### src/stack_limit_pkg.sv
// Constants and types shared by the software stack limit checker.
package stack_limit_pkg;
	localparam int unsigned WORD_W          = 16;
	localparam int unsigned PC_W            = 23;
	localparam int unsigned SR_LOW_W        = 8;
	localparam int unsigned PUSH_HI_W       = 8;
	localparam logic [15:0] SP_UNDERFLOW_LIM = 16'h0800;
	localparam logic [15:0] WORD_STEP        = 16'h0002;
	localparam logic [15:0] ALIGN_MASK       = 16'hfffe;
	localparam logic [15:0] SP_RESET_VALUE   = 16'h0800;
	localparam logic [3:0]  SP_REG_INDEX     = 4'hf;

	typedef enum logic [1:0]
	{
		STK_IDLE = 2'b00,
		STK_PUSH = 2'b01,
		STK_POP  = 2'b10,
		STK_LOAD = 2'b11
	} stack_op_t;

	typedef enum logic [1:0]
	{
		PC_FMT_CALL = 2'b00,
		PC_FMT_EXC  = 2'b01,
		PC_FMT_DATA = 2'b10
	} push_fmt_t;
endpackage

### src/stack_pointer_limit_check.sv
// Stack pointer update, program counter push formatting and stack limit trap detection.
//
// Operation
// - Working register fifteen acts both as an ordinary register and as the stack pointer.
// - The pointer always addresses the next free word and the stack grows upward.
// - A push writes at the pointer then increments it, a pop decrements it first then reads.
// - A call pushes the program counter with its upper pushed part zero-filled so its top bit is clear.
// - An exception pushes the program counter with the low status byte joined to its upper part.
// - The stack limit register has no defined reset value and software must load it first.
// - Bit zero of the stack limit register reads and acts as zero once the limit has been loaded.
// - Outside a push or pop, every effective address formed through register fifteen is compared with the limit.
// - A push at a pointer equal to the limit is fine, and the next push beyond it traps.
// - A stack address below 0x0800 raises the stack error trap for underflow.
`timescale 1ns/1ps

module stack_pointer_limit_check
	import stack_limit_pkg::*;
(
	input  wire logic                  clk_sys,
	input  wire logic                  reset,
	input  wire stack_op_t             stack_op,
	input  wire push_fmt_t             push_fmt,
	input  wire logic [WORD_W-1:0]     push_data,
	input  wire logic [PC_W-1:0]       pc_value,
	input  wire logic [SR_LOW_W-1:0]   status_low_byte,
	input  wire logic [WORD_W-1:0]     sp_load_value,
	input  wire logic                  ea_valid,
	input  wire logic [3:0]            ea_reg_index,
	input  wire logic [WORD_W-1:0]     ea_address,
	input  wire logic                  limit_write,
	input  wire logic [WORD_W-1:0]     limit_write_data,
	output logic [WORD_W-1:0]          stack_pointer_working_reg,
	output logic [WORD_W-1:0]          stack_limit_reg,
	output logic [WORD_W-1:0]          stack_mem_addr,
	output logic [WORD_W-1:0]          stack_push_word_lo,
	output logic [WORD_W-1:0]          stack_push_word_hi,
	output logic                       stack_write,
	output logic                       stack_read,
	output logic                       stack_error_trap,
	output logic                       stack_overflow,
	output logic                       stack_underflow
);

	// ****************************************************************
	// Stack pointer
	// ****************************************************************

	logic [WORD_W-1:0] sp_r;
	logic [WORD_W-1:0] sp_nxt;
	logic [WORD_W-1:0] sp_up;
	logic [WORD_W-1:0] sp_down;

	// Both neighbours of the pointer are formed once; the lower one is shared by the update, the access and the check, the upper one feeds only the update.
	always_comb
	begin
		sp_up   = sp_r + WORD_STEP;
		sp_down = sp_r - WORD_STEP;
	end

	// The pointer is word aligned like the limit, so a stray load cannot misalign the stack.
	always_comb
	begin
		sp_nxt = sp_r;
		case (stack_op)
			STK_PUSH:
			begin
				sp_nxt = sp_up;
			end
			STK_POP:
			begin
				sp_nxt = sp_down;
			end
			STK_LOAD:
			begin
				sp_nxt = sp_load_value & ALIGN_MASK;
			end
			default:
			begin
				sp_nxt = sp_r;
			end
		endcase
	end

	// The reset value sits at the bottom of the usable stack, so a pop straight after reset trips underflow.
	always_ff @(posedge clk_sys)
	begin
		if (reset)
		begin
			sp_r <= SP_RESET_VALUE;
		end
		else
		begin
			sp_r <= sp_nxt;
		end
	end

	// ****************************************************************
	// Stack access address and strobes
	// ****************************************************************

	logic [WORD_W-1:0] addr_r;
	logic [WORD_W-1:0] addr_nxt;
	logic              wr_r;
	logic              wr_nxt;
	logic              rd_r;
	logic              rd_nxt;

	// The address holds after the access so the last stack slot stays visible.
	// The strobes are single pulses, one per push or pop.
	always_comb
	begin
		addr_nxt = addr_r;
		wr_nxt   = 1'b0;
		rd_nxt   = 1'b0;
		if (stack_op == STK_PUSH)
		begin
			addr_nxt = sp_r;
			wr_nxt   = 1'b1;
		end
		else if (stack_op == STK_POP)
		begin
			addr_nxt = sp_down;
			rd_nxt   = 1'b1;
		end
	end

	always_ff @(posedge clk_sys)
	begin
		if (reset)
		begin
			addr_r <= '0;
			wr_r   <= 1'b0;
			rd_r   <= 1'b0;
		end
		else
		begin
			addr_r <= addr_nxt;
			wr_r   <= wr_nxt;
			rd_r   <= rd_nxt;
		end
	end

	// ****************************************************************
	// Pushed words
	// ****************************************************************

	logic [WORD_W-1:0] lo_r;
	logic [WORD_W-1:0] lo_nxt;
	logic [WORD_W-1:0] hi_r;
	logic [WORD_W-1:0] hi_nxt;

	// The upper word keeps only the program counter bits above the low word; its top byte is zeros or status.
	// A data push clears the upper word so a stale return address never lingers there.
	always_comb
	begin
		lo_nxt = lo_r;
		hi_nxt = hi_r;
		if (stack_op == STK_PUSH)
		begin
			case (push_fmt)
				PC_FMT_CALL:
				begin
					lo_nxt = pc_value[WORD_W-1:0];
					hi_nxt = {PUSH_HI_W'(0), 1'b0, pc_value[PC_W-1:WORD_W]};
				end
				PC_FMT_EXC:
				begin
					lo_nxt = pc_value[WORD_W-1:0];
					hi_nxt = {status_low_byte, 1'b0, pc_value[PC_W-1:WORD_W]};
				end
				default:
				begin
					lo_nxt = push_data;
					hi_nxt = '0;
				end
			endcase
		end
	end

	always_ff @(posedge clk_sys)
	begin
		if (reset)
		begin
			lo_r <= '0;
			hi_r <= '0;
		end
		else
		begin
			lo_r <= lo_nxt;
			hi_r <= hi_nxt;
		end
	end

	// ****************************************************************
	// Stack limit register
	// ****************************************************************

	// The limit is deliberately left out of reset; software must load it before relying on the check.
	logic [WORD_W-1:0] lim_r;
	logic [WORD_W-1:0] lim_nxt;

	always_comb
	begin
		lim_nxt = lim_r;
		if (limit_write)
		begin
			lim_nxt = limit_write_data & ALIGN_MASK;
		end
	end

	// A check sampled on the same edge as a limit write still compares against the old limit.
	always_ff @(posedge clk_sys)
	begin
		lim_r <= lim_nxt;
	end

	// ****************************************************************
	// Limit and underflow check
	// ****************************************************************

	logic              sp_ea_hit;
	logic              chk_en;
	logic [WORD_W-1:0] chk_addr;
	logic              over_nxt;
	logic              under_nxt;
	logic              trap_nxt;
	logic              over_r;
	logic              under_r;
	logic              trap_r;

	// A push checks the address it writes to, so a push at the limit itself passes.
	// During a push or pop the pointer's own access is checked, not the effective-address port.
	always_comb
	begin
		sp_ea_hit = ea_valid && (ea_reg_index == SP_REG_INDEX);
		chk_en    = 1'b0;
		chk_addr  = ea_address;
		case (stack_op)
			STK_PUSH:
			begin
				chk_en   = 1'b1;
				chk_addr = sp_r;
			end
			STK_POP:
			begin
				chk_en   = 1'b1;
				chk_addr = sp_down;
			end
			default:
			begin
				chk_en   = sp_ea_hit;
				chk_addr = ea_address;
			end
		endcase
	end

	// Until the limit is loaded the overflow result is undefined, the price of leaving it out of reset.
	always_comb
	begin
		over_nxt  = 1'b0;
		under_nxt = 1'b0;
		if (chk_en)
		begin
			over_nxt  = chk_addr > lim_r;
			under_nxt = chk_addr < SP_UNDERFLOW_LIM;
		end
		trap_nxt = over_nxt || under_nxt;
	end

	// The cause flags share the trap's timing so the exception logic reads the cause with the request.
	always_ff @(posedge clk_sys)
	begin
		if (reset)
		begin
			over_r  <= 1'b0;
			under_r <= 1'b0;
			trap_r  <= 1'b0;
		end
		else
		begin
			over_r  <= over_nxt;
			under_r <= under_nxt;
			trap_r  <= trap_nxt;
		end
	end

	// ****************************************************************
	// Outputs
	// ****************************************************************

	assign stack_pointer_working_reg = sp_r;
	assign stack_limit_reg           = lim_r;
	assign stack_mem_addr            = addr_r;
	assign stack_push_word_lo        = lo_r;
	assign stack_push_word_hi        = hi_r;
	assign stack_write               = wr_r;
	assign stack_read                = rd_r;
	assign stack_error_trap          = trap_r;
	assign stack_overflow            = over_r;
	assign stack_underflow           = under_r;

endmodule

### config.mk
export PLATFORM = sky130hd
export DESIGN_NAME = stack_pointer_limit_check
export DESIGN_NICKNAME = d
export VERILOG_FILES = /design/src/stack_limit_pkg.sv /design/src/stack_pointer_limit_check.sv
export SDC_FILE = /design/constraint.sdc
export NUM_CORES = 1
export LEC_CHECK = 0
export BUFFER_PORTS_ARGS = -buffer_cell sky130_fd_sc_hd__clkbuf_2
export CELL_PAD_IN_SITES_DETAIL_PLACEMENT = 0
export CELL_PAD_IN_SITES_GLOBAL_PLACEMENT = 1
export CORE_UTILIZATION = 39
export CTS_BUF_LIST = sky130_fd_sc_hd__clkbuf_8
export DETAILED_ROUTE_END_ITERATION = 12
export GPL_TIMING_DRIVEN = 1
export PLACE_DENSITY = 0.93
export SLEW_MARGIN = 30
export SYNTH_ARGS = -nofsm -noshare
export SYNTH_HDL_FRONTEND = slang
export SYNTH_SLANG_ARGS = --single-unit
### constraint.sdc
create_clock -name clk_sys -period 7.5 [get_ports clk_sys]
set_input_delay 1.5 -clock clk_sys [delete_from_list [all_inputs] [get_ports clk_sys]]
set_output_delay 1.5 -clock clk_sys [all_outputs]
set_load 0.05 [all_outputs]
==> results of run 1 <==
==> cell type report <==
cell class / count / area [sq um] / share of cell area, %
multi-input combinational: 394 / 2640 / 44.6
sequential: 81 / 1770 / 29.9
timing repair buffer: 190 / 963 / 16.3
tap: 143 / 179 / 3.02
clock buffer: 9 / 124 / 2.09
inverter: 32 / 120 / 2.03
clock inverter: 7 / 119 / 2.01
==> through the flow <==
step / power, uW / setup slack [ns]
finish: 1320 / 3.25
global route: 1390 / 2.91
CTS: 1330 / 3.27
detailed placement: 940 / 2.90
global placement: 930 / 2.97
floorplan: 832 / 3.42
==> routing by layer <==
layer  GRT usage (%)  part of all wire, %  vias up
met1            28.2                   43     2173
met3            5.18                  6.8       24
met5               0                    0        -
met4            7.38                  2.0        0
li1                -                    -     2325
met2            36.7                   48      175
==> synth_stat cells (3+ instances only) <==
cell type / instances
nor2_1: 74
dfxtp_1: 66
a211oi_1: 33
a21oi_1: 31
clkbuf_1: 31
inv_1: 31
nand2_1: 26
o21ai_0: 25
ha_1: 21
mux2i_1: 19
edfxtp_1: 15
xnor2_1: 14
nor3_1: 11
a22oi_1: 10
a31oi_1: 10
buf_2: 9
nand3_1: 9
a21o_1: 8
a22o_1: 8
nand4_1: 8
nor4_1: 8
a221oi_1: 6
buf_1: 6
buf_4: 6
and3_1: 5
o211ai_1: 5
a311oi_1: 4
or3_1: 4
nor2b_1: 3
nor4_2: 3
o21a_1: 3
o31ai_1: 3
or2_2: 3
xor2_1: 3
==> logic make-up after synthesis <==
| logic type | count (synthesis) | synth area share (%) |
|---|---|---|
| mux | 19 | 4.01 |
| other cells | 1 | 0.0790 |
| simple gates | 168 | 17.8 |
| compound gates | 165 | 24.7 |
| buf+inv | 85 | 7.46 |
| xor+xnor | 17 | 3.14 |
| fa+ha+maj | 21 | 5.53 |
| flops | 81 | 37.3 |
==> worst max-delay path, stage by stage <==
cell and delay, ns:
clkbuf_2 0.10, inv_1 0.08, ha_2 0.16, buf_4 0.51
inv_1 0.49, nand2_1 0.19, o311ai_1 0.11, o211ai_1 0.15
o21ai_0 0.19, inv_1 0.11, ha_1 0.24, and3_1 0.15
nand4_1 0.10, a21o_1 0.09, a31oi_1 0.10, a41o_1 0.21
==> worst paths after layout <==
check / from / to / slack [ns]
setup / recovery: stack_op[1] / stack_error_trap / 3.25
hold / removal: stack_push_word_lo[12] / stack_push_word_lo[12] / 0.49
setup reg to reg: stack_pointer_working_reg[1] / stack_error_trap / 3.64
hold reg to reg: stack_push_word_lo[12] / stack_push_word_lo[12] / 0.49
==> power by group <==
| part | internal (uW) | switching, uW | total, uW |
|---|---|---|---|
| Combinational | 135 | 283 | 418 |
| Clock | 222 | 164 | 386 |
| Sequential | 476 | 37.6 | 514 |
| Total | 833 | 485 | 1320 |
==> impl_metrics.ini, run 1 <==
[run_status]
run_status = finished with violations
violations = design-rule violations

[cells_and_area]
finalNonFillerCells = 856
utilization_pct = 50.7
fillCellCount = 1101
syn_to_final_growth_pct = 24.6
layout_commonest_cell = clkbuf_2
finalInstanceArea_sq_um = 5920
finalNetCount = 836
final_cell_mix = clkbuf_2 (185), nor2_1 (74), dfxtp_1 (66)
drive_gt1_share_pct = 31.7
largest_reg_flops = 16
antenna-diode-count = 0

[detailed_routing]
drtPass1Iterations = 9
drc = 5
vias = 4697
ant_nets = 0
avgViaCountPerCell = 5.49
drt_iter0_markers = 410
wl_um = 13900
wl_per_cell_um = 16.2

[sta]
rsz0062_at_grt = false
tightest_slew_ns = 0.671
relSlewSlack_pct = 55.1
timing.final.crit_share_pct = 56.6
fmax_ghz = 0.235
finalSetupTns_ns = 0
finalMaxSlewViolations = 0
setup_viol = 0
finalCriticalPeriod_ns = 4.25
hold_violations = 0
clock-skew-final_ns = 0.0105
hold_ws_ns = 0.486

[global_route]
grt.overflow.total = 0
grt_max_degree = 62
antenna_found_initial = 0
grt_use_total_pct = 22.1
grt_pass1_vias = 4470
grt_pass1_wl_um = 22200

[synthesis]
synth_area_leader_cell = dfxtp_1
async_reset_ff_share_pct = 0
synth_top_flop_cell = dfxtp_1
syn_area_sq_um = 4750
synth-seq-cells = 81
synth-edff-count = 15
avgSynthCellArea_sq_um = 8.52
yosys-top-cells-area = dfxtp_1 (28%), edfxtp_1 (9.5%), nor2_1 (5.8%), ha_1 (5.5%), a211oi_1 (5.2%)
syn_inst = 557
seq_area_frac_synth_pct = 37.3
synth_top_area_share_pct = 27.8
yosys_warnings = 0
yosysUniqueCellTypes = 65

[placement]
port_buffers = 185
gp_congestion = 0.875
place_area_sq_um = 5670
dp_hpwl_um = 10200
place_inst = 840

[critical_path]
reg2regPathDepth = 15
criticalPathCategory = in -> reg
path_max_fanout = 61
endpoint_kind = register
arrival_ns = 4.50
cp_data_required_time_ns = 7.75
crit_path_start_kind = primary input

[die]
die_h_um = 112
num_rows = 39
die_area_sq_um = 12600
pin_count = 192
initial_core_util_pct = 40.7
die_x_um = 112
core_sq_um = 11700

[clock_tree]
clock-root-buffer = clkbuf_8
numCtsBuffers = 9
clk_pin_slew_ns = 0.08
post_cts_buffers = 0
clock-sinks = 81
cts_tree = done
htreeDepth = 3
clk_path_buf_depth = 2
hold_buffers = 0
cts.repair.resized = 0
clkLatencyLatePin_ns = 0.36

[run]
cap_violations = 0

[power_and_ir_drop]
ir_drop_mv = 0.152
leakage_uw = 0.00268
power_density_nw_per_um2 = 223

[min_path]
hp-class = reg -> reg
min_path_cells = 2
(Power assumes the default switching activity.)
==> run 2, diff against run 1 <==
--- a/config.mk
+++ b/config.mk
@@ -8,11 +8,11 @@
 export BUFFER_PORTS_ARGS = -buffer_cell sky130_fd_sc_hd__clkbuf_2
 export CELL_PAD_IN_SITES_DETAIL_PLACEMENT = 0
 export CELL_PAD_IN_SITES_GLOBAL_PLACEMENT = 1
-export CORE_UTILIZATION = 39
+export CORE_UTILIZATION = 36
 export CTS_BUF_LIST = sky130_fd_sc_hd__clkbuf_8
 export DETAILED_ROUTE_END_ITERATION = 12
 export GPL_TIMING_DRIVEN = 1
-export PLACE_DENSITY = 0.93
+export PLACE_DENSITY = 0.87
 export SLEW_MARGIN = 30
 export SYNTH_ARGS = -nofsm -noshare
 export SYNTH_HDL_FRONTEND = slang
==> constraint.sdc (replaced) <==
create_clock -name clk_sys -period 4.29 [get_ports clk_sys]
set_input_delay 0.858 -clock clk_sys [delete_from_list [all_inputs] [get_ports clk_sys]]
set_output_delay 0.858 -clock clk_sys [all_outputs]
set_load 0.05 [all_outputs]
==> run 2 against run 1 <==
Compared with the run above:
- the run now ends clean
- largest cell class unchanged
- clock skew up 0.0053 ns
- total power up 70%
- register-to-register slack worse by 3.2 ns
- critical path type is now reg -> reg
- hold slack better by 0.0051 ns
- setup slack worse by 2.8 ns
- non-clock buffer count up 4
- sequential power up 75%
- via count up 2.2%
==> impl_metrics.ini, run 2 (synthesized netlist as in run 1, its figures left out) <==
[clock_tree]
clock-root-buffer = clkbuf_8
cts_tree = done
numCtsBuffers = 9
htreeDepth = 3
clk_path_buf_depth = 2
clock-sinks = 81
cts.repair.resized = 0
hold_buffers = 0
clkLatencyLatePin_ns = 0.39
clk_pin_slew_ns = 0.09
post_cts_buffers = 0

[cells_and_area]
fillCellCount = 1270
finalNetCount = 840
final_cell_mix = clkbuf_2 (185), nor2_1 (74), dfxtp_1 (66)
largest_reg_flops = 16
register_area_sq_um = 1770
drive_gt1_share_pct = 32.2
multiInputGateArea_sq_um = 2640
layout_commonest_cell = clkbuf_2
antenna-diode-count = 0
syn_to_final_growth_pct = 25.3

[sta]
finalCriticalPeriod_ns = 3.84
hold_ws_ns = 0.491
setup_viol = 0
relSlewSlack_pct = 38.6
fmax_ghz = 0.261
hold_violations = 0
tightest_slew_ns = 0.920
finalSetupTns_ns = 0
finalMaxSlewViolations = 0
timing.final.crit_share_pct = 89.4
clock-skew-final_ns = 0.0158
rsz0062_at_grt = false

[run_status]
run_status = completed

[detailed_routing]
avgViaCountPerCell = 5.40
dr_wl_met2_um = 7010
wl_um = 14400
wl_met1_um = 6040
drtPass1Iterations = 4
top_layer_used = met4
wl_per_cell_um = 16.2
ant_nets = 0
met3_length_um = 1050
drc = 0
vias = 4798
drt_iter0_markers = 307

[global_route]
grt_pass1_vias = 4355
grt_pass1_wl_um = 21600
grt_max_degree = 40
grt.overflow.total = 0
antenna_found_initial = 0
grt_use_total_pct = 20.9

[power_and_ir_drop]
p_switching_uw = 880
total_power_uw = 2250
swShare_pct = 39.2
ir_drop_mv = 0.277
clkPwrFrac_pct = 27.1
comb_power_share_pct = 33.0
power_density_nw_per_um2 = 378
leakage_uw = 0.00268
p_int_uw = 1370
seqPwrFrac_pct = 39.9

[critical_path]
arrival_ns = 4.11
path_max_fanout = 10
cp_slowest_cell = or3b_1
cp_cell_sequence = inv_1 -> ha_1 -> or3b_1 -> nor4_1 -> xnor2_1 -> nor2_1 -> a21oi_1 -> a21oi_1 -> ha_1 -> a21o_1 -> a21o_1 -> a211o_1 -> o211ai_1 -> a31oi_1 -> a41o_1
max_stage_delay_ns = 0.52
reg2regPathDepth = 15
reg2reg_from = stack_pointer_working_reg[2]
timing.rr.end = stack_error_trap
reg2reg_slack_ns = 0.45
cp_data_required_time_ns = 4.56
critPathTopFamily = compound AO/OA/AOI/OAI gates
criticalPathCategory = reg -> reg
endpoint_kind = register
crit_path_start_kind = register
worst-path-buf-inv = 1

[die]
pin_count = 192
die_area_sq_um = 13700
die_x_um = 117
die_h_um = 117
core_sq_um = 12700
num_rows = 41
initial_core_util_pct = 37.3

[placement]
dp_hpwl_um = 10900
port_buffers = 185
gp_congestion = 0.894

[min_path]
hp-class = reg -> reg
min_path_cells = 2
hold_end = stack_mem_addr[9]
worstHoldStart = stack_mem_addr[9]

[run]
cap_violations = 0
run 2: worst max-delay path by stage:
stage                             to  depth (start not counted)                          from  slack [ns]
finish              stack_error_trap                         15  stack_pointer_working_reg[2]        0.45
global placement    stack_error_trap                         13                   stack_op[0]        0.58
global route        stack_error_trap                         15  stack_pointer_working_reg[2]        0.25
CTS                 stack_error_trap                         15  stack_pointer_working_reg[2]        0.48
floorplan           stack_error_trap                         17  stack_pointer_working_reg[1]        0.73
detailed placement  stack_error_trap                         15  stack_pointer_working_reg[2]        0.53
run 2: per-stage QoR:
stage          area, sq um  utilization (%)  setup slack, ns  cells
2_1_floorplan         4760                -            0.726    560
3_3_place_gp          5740             45.1            0.584    873
3_5_place_dp          5740             45.1            0.528    873
4_1_cts               5950             46.8            0.483    889
5_1_grt               5950             46.8            0.255    889
6_report              5950             46.8            0.454    889
run 2: metal layers:
metal  global-route usage, %  up-vias
met4                    9.45        0
met2                    34.2      177
met1                    26.3     2264
li1                        -     2332
met5                       0        -
met3                    4.63       25
run 2: final cells by class:
class                           count  area share, %
Clock inverter                      6           1.22
Timing Repair Buffer              194           16.7
Clock buffer                       10           2.31
Tap cell                          172           3.62
Multi-Input combinational cell    394           44.4
Sequential cell                    81           29.8
Inverter                           32           2.02
run 2: worst register-to-register path, stage by stage, from the launching register on:
cell and delay, ns:
dfxtp_1 0.44, inv_1 0.13, ha_1 0.28, or3b_1 0.52, nor4_1 0.35, xnor2_1 0.17
nor2_1 0.08, a21oi_1 0.24, a21oi_1 0.12, ha_1 0.32, a21o_1 0.19, a21o_1 0.17
a211o_1 0.28, o211ai_1 0.08, a31oi_1 0.14, a41o_1 0.23
run 2: power groups by stage:
stage / combinational [uW] / clock [uW] / sequential [uW]
floorplan: 373 / 0 / 1080
global placement: 726 / 0 / 911
detailed placement: 739 / 0 / 915
CTS: 742 / 623 / 897
global route: 799 / 652 / 908
finish: 740 / 609 / 897
==> run 3, diff against run 2 <==
==> constraint.sdc (replaced) <==
create_clock -name clk_sys -period 4.29 [get_ports clk_sys]
set_input_delay 0.429 -clock clk_sys [delete_from_list [all_inputs] [get_ports clk_sys]]
set_output_delay 0.429 -clock clk_sys [all_outputs]
set_load 0.05 [all_outputs]
==> run 3 against run 2 <==
Compared with the run above:
- final cell count is 0.34% lower
- routed wire length shrank 1.1%
- first-iteration DRC count shrank 33%
- setup slack improved by 0.013 ns
- sequential share of layout area grew 0.24 points
- via count down 1.2%
- cell area down 0.80%
- total power down 2.7%
- sequential cell count stayed put
==> impl_metrics.ini, run 3 (synthesized netlist as in run 1, its figures left out) <==
[run_status]
run_status = completed

[critical_path]
path_max_fanout = 12
cp_data_required_time_ns = 4.56
endpoint_kind = register
timing.rr.end = stack_error_trap
cp_slowest_cell = or3b_1
reg2reg_slack_ns = 0.47
crit_path_start_kind = register
cp_cell_sequence = inv_1 -> ha_1 -> or3b_1 -> nor4_1 -> xnor2_1 -> nor2_1 -> a21oi_1 -> a21oi_1 -> ha_1 -> a21o_1 -> a21o_1 -> a211o_1 -> o211ai_1 -> a31oi_1 -> a41o_1
reg2reg_from = stack_pointer_working_reg[1]
startpoint = stack_pointer_working_reg[1]
arrival_ns = 4.10
crit_end = stack_error_trap
criticalPathCategory = reg -> reg
reg2regPathDepth = 15
max_stage_delay_ns = 0.51

[power_and_ir_drop]
leakage_uw = 0.00266
comb_power_share_pct = 33.7
total_power_uw = 2190
p_switching_uw = 880
p_int_uw = 1310
ir_drop_mv = 0.228
seqPwrFrac_pct = 41.1
swShare_pct = 40.3
power_density_nw_per_um2 = 370
clkPwrFrac_pct = 25.2

[die]
die_area_sq_um = 13700
core_sq_um = 12700
pin_count = 192
die_h_um = 117
num_rows = 41
die_x_um = 117
initial_core_util_pct = 37.3

[clock_tree]
clkLatencyLatePin_ns = 0.38
cts.repair.resized = 0
clock-sinks = 81
clk_pin_slew_ns = 0.09
clock-root-buffer = clkbuf_8
post_cts_buffers = 0
numCtsBuffers = 9
cts_tree = done
hold_buffers = 0
clk_path_buf_depth = 2
htreeDepth = 3

[sta]
hold_violations = 0
fmax_ghz = 0.262
finalSetupTns_ns = 0
tightest_slew_ns = 0.873
finalCriticalPeriod_ns = 3.82
relSlewSlack_pct = 41.8
setup_viol = 0
clock-skew-final_ns = 0.0124
rsz0062_at_grt = false
finalMaxSlewViolations = 0
timing.final.crit_share_pct = 89.1

[detailed_routing]
wl_per_cell_um = 16.1
avgViaCountPerCell = 5.35
ant_nets = 0
drt_iter0_markers = 207
drc = 0
wl_um = 14200
drtPass1Iterations = 5
vias = 4742

[cells_and_area]
utilization_pct = 46.4
largest_reg_flops = 16
final_cell_mix = clkbuf_2 (184), nor2_1 (74), dfxtp_1 (66)
syn_to_final_growth_pct = 24.3
register_area_sq_um = 1770
antenna-diode-count = 0
fillCellCount = 1315
layout_commonest_cell = clkbuf_2
multiInputGateArea_sq_um = 2640
finalNetCount = 837
finalNonFillerCells = 886
drive_gt1_share_pct = 31.9

[placement]
place_inst = 870
dp_hpwl_um = 10700
gp_congestion = 0.867
port_buffers = 185

[global_route]
grt_pass1_wl_um = 21900
grt_pass1_vias = 4370
antenna_found_initial = 0
grt_max_degree = 42
grt.overflow.total = 0
grt_use_total_pct = 20.9

[run]
cap_violations = 0

[min_path]
hp-class = in -> reg
-- run 3: cell count changes in the layout (fill, tap and decap cells not counted), sizes merged --
cell	before	now
buf	9	7
clkinvlp	1	0
bufinv	1	0
inv	34	36
clkbuf	195	194
-- run 3: final cells by class --
| type | instances | share of cell area, % |
|---|---|---|
| inverter | 32 | 2.04 |
| clock inverter | 6 | 0.806 |
| multi-input combinational | 394 | 44.7 |
| tap | 172 | 3.65 |
| timing repair buffer | 191 | 16.5 |
| sequential | 81 | 30.0 |
| clock buffer | 10 | 2.33 |
-- run 3: power by group through the flow --
stage | registers [uW] | clock network, uW | logic (uW)
finish | 899 | 550 | 736
global route | 910 | 598 | 796
CTS | 898 | 572 | 737
detailed placement | 916 | 0 | 734
global placement | 913 | 0 | 719
floorplan | 1080 | 0 | 373
-- run 3: through the flow --
step                instance area, sq um  worst slack (ns)  hold WS (ns)
floorplan                           4760             0.726         0.503
CTS                                 5900             0.512         0.200
global route                        5900             0.246         0.207
global placement                    5720             0.655         0.465
detailed placement                  5720             0.543         0.467
finish                              5900             0.467         0.225
-- run 3: routing by layer --
| layer | up-vias | global-route usage, % | routed length, um |
|---|---|---|---|
| li1 | 2329 | - | - |
| met1 | 2205 | 27.3 | 6180 |
| met2 | 183 | 32.7 | 6750 |
| met3 | 25 | 4.69 | 990 |
| met4 | 0 | 10.3 | 323 |
| met5 | - | 0 | 0 |
-- run 3: worst max-delay path, delay by kind of cell, from the launching register on --
kind	cells	cell delay (ns)
simple gates	3	0.92
xor+xnor	1	0.17
compound gates	8	1.42
buf+inv	1	0.14
flops	1	0.46
fa+ha+maj	2	0.61
-- run 3: worst min path at each step --
| stage | slack [ns] | startpoint | endpoint | cells after the start |
|---|---|---|---|---|
| 6_report | 0.22 | limit_write_data[10] | stack_limit_reg[10] | 1 |
| 5_1_grt | 0.21 | limit_write_data[12] | stack_limit_reg[12] | 1 |
| 4_1_cts | 0.20 | limit_write_data[10] | stack_limit_reg[10] | 1 |
| 3_5_place_dp | 0.47 | stack_push_word_hi[14] | stack_push_word_hi[14] | 1 |
| 3_3_place_gp | 0.47 | stack_push_word_hi[13] | stack_push_word_hi[13] | 1 |
| 2_1_floorplan | 0.50 | reset | stack_write | 1 |
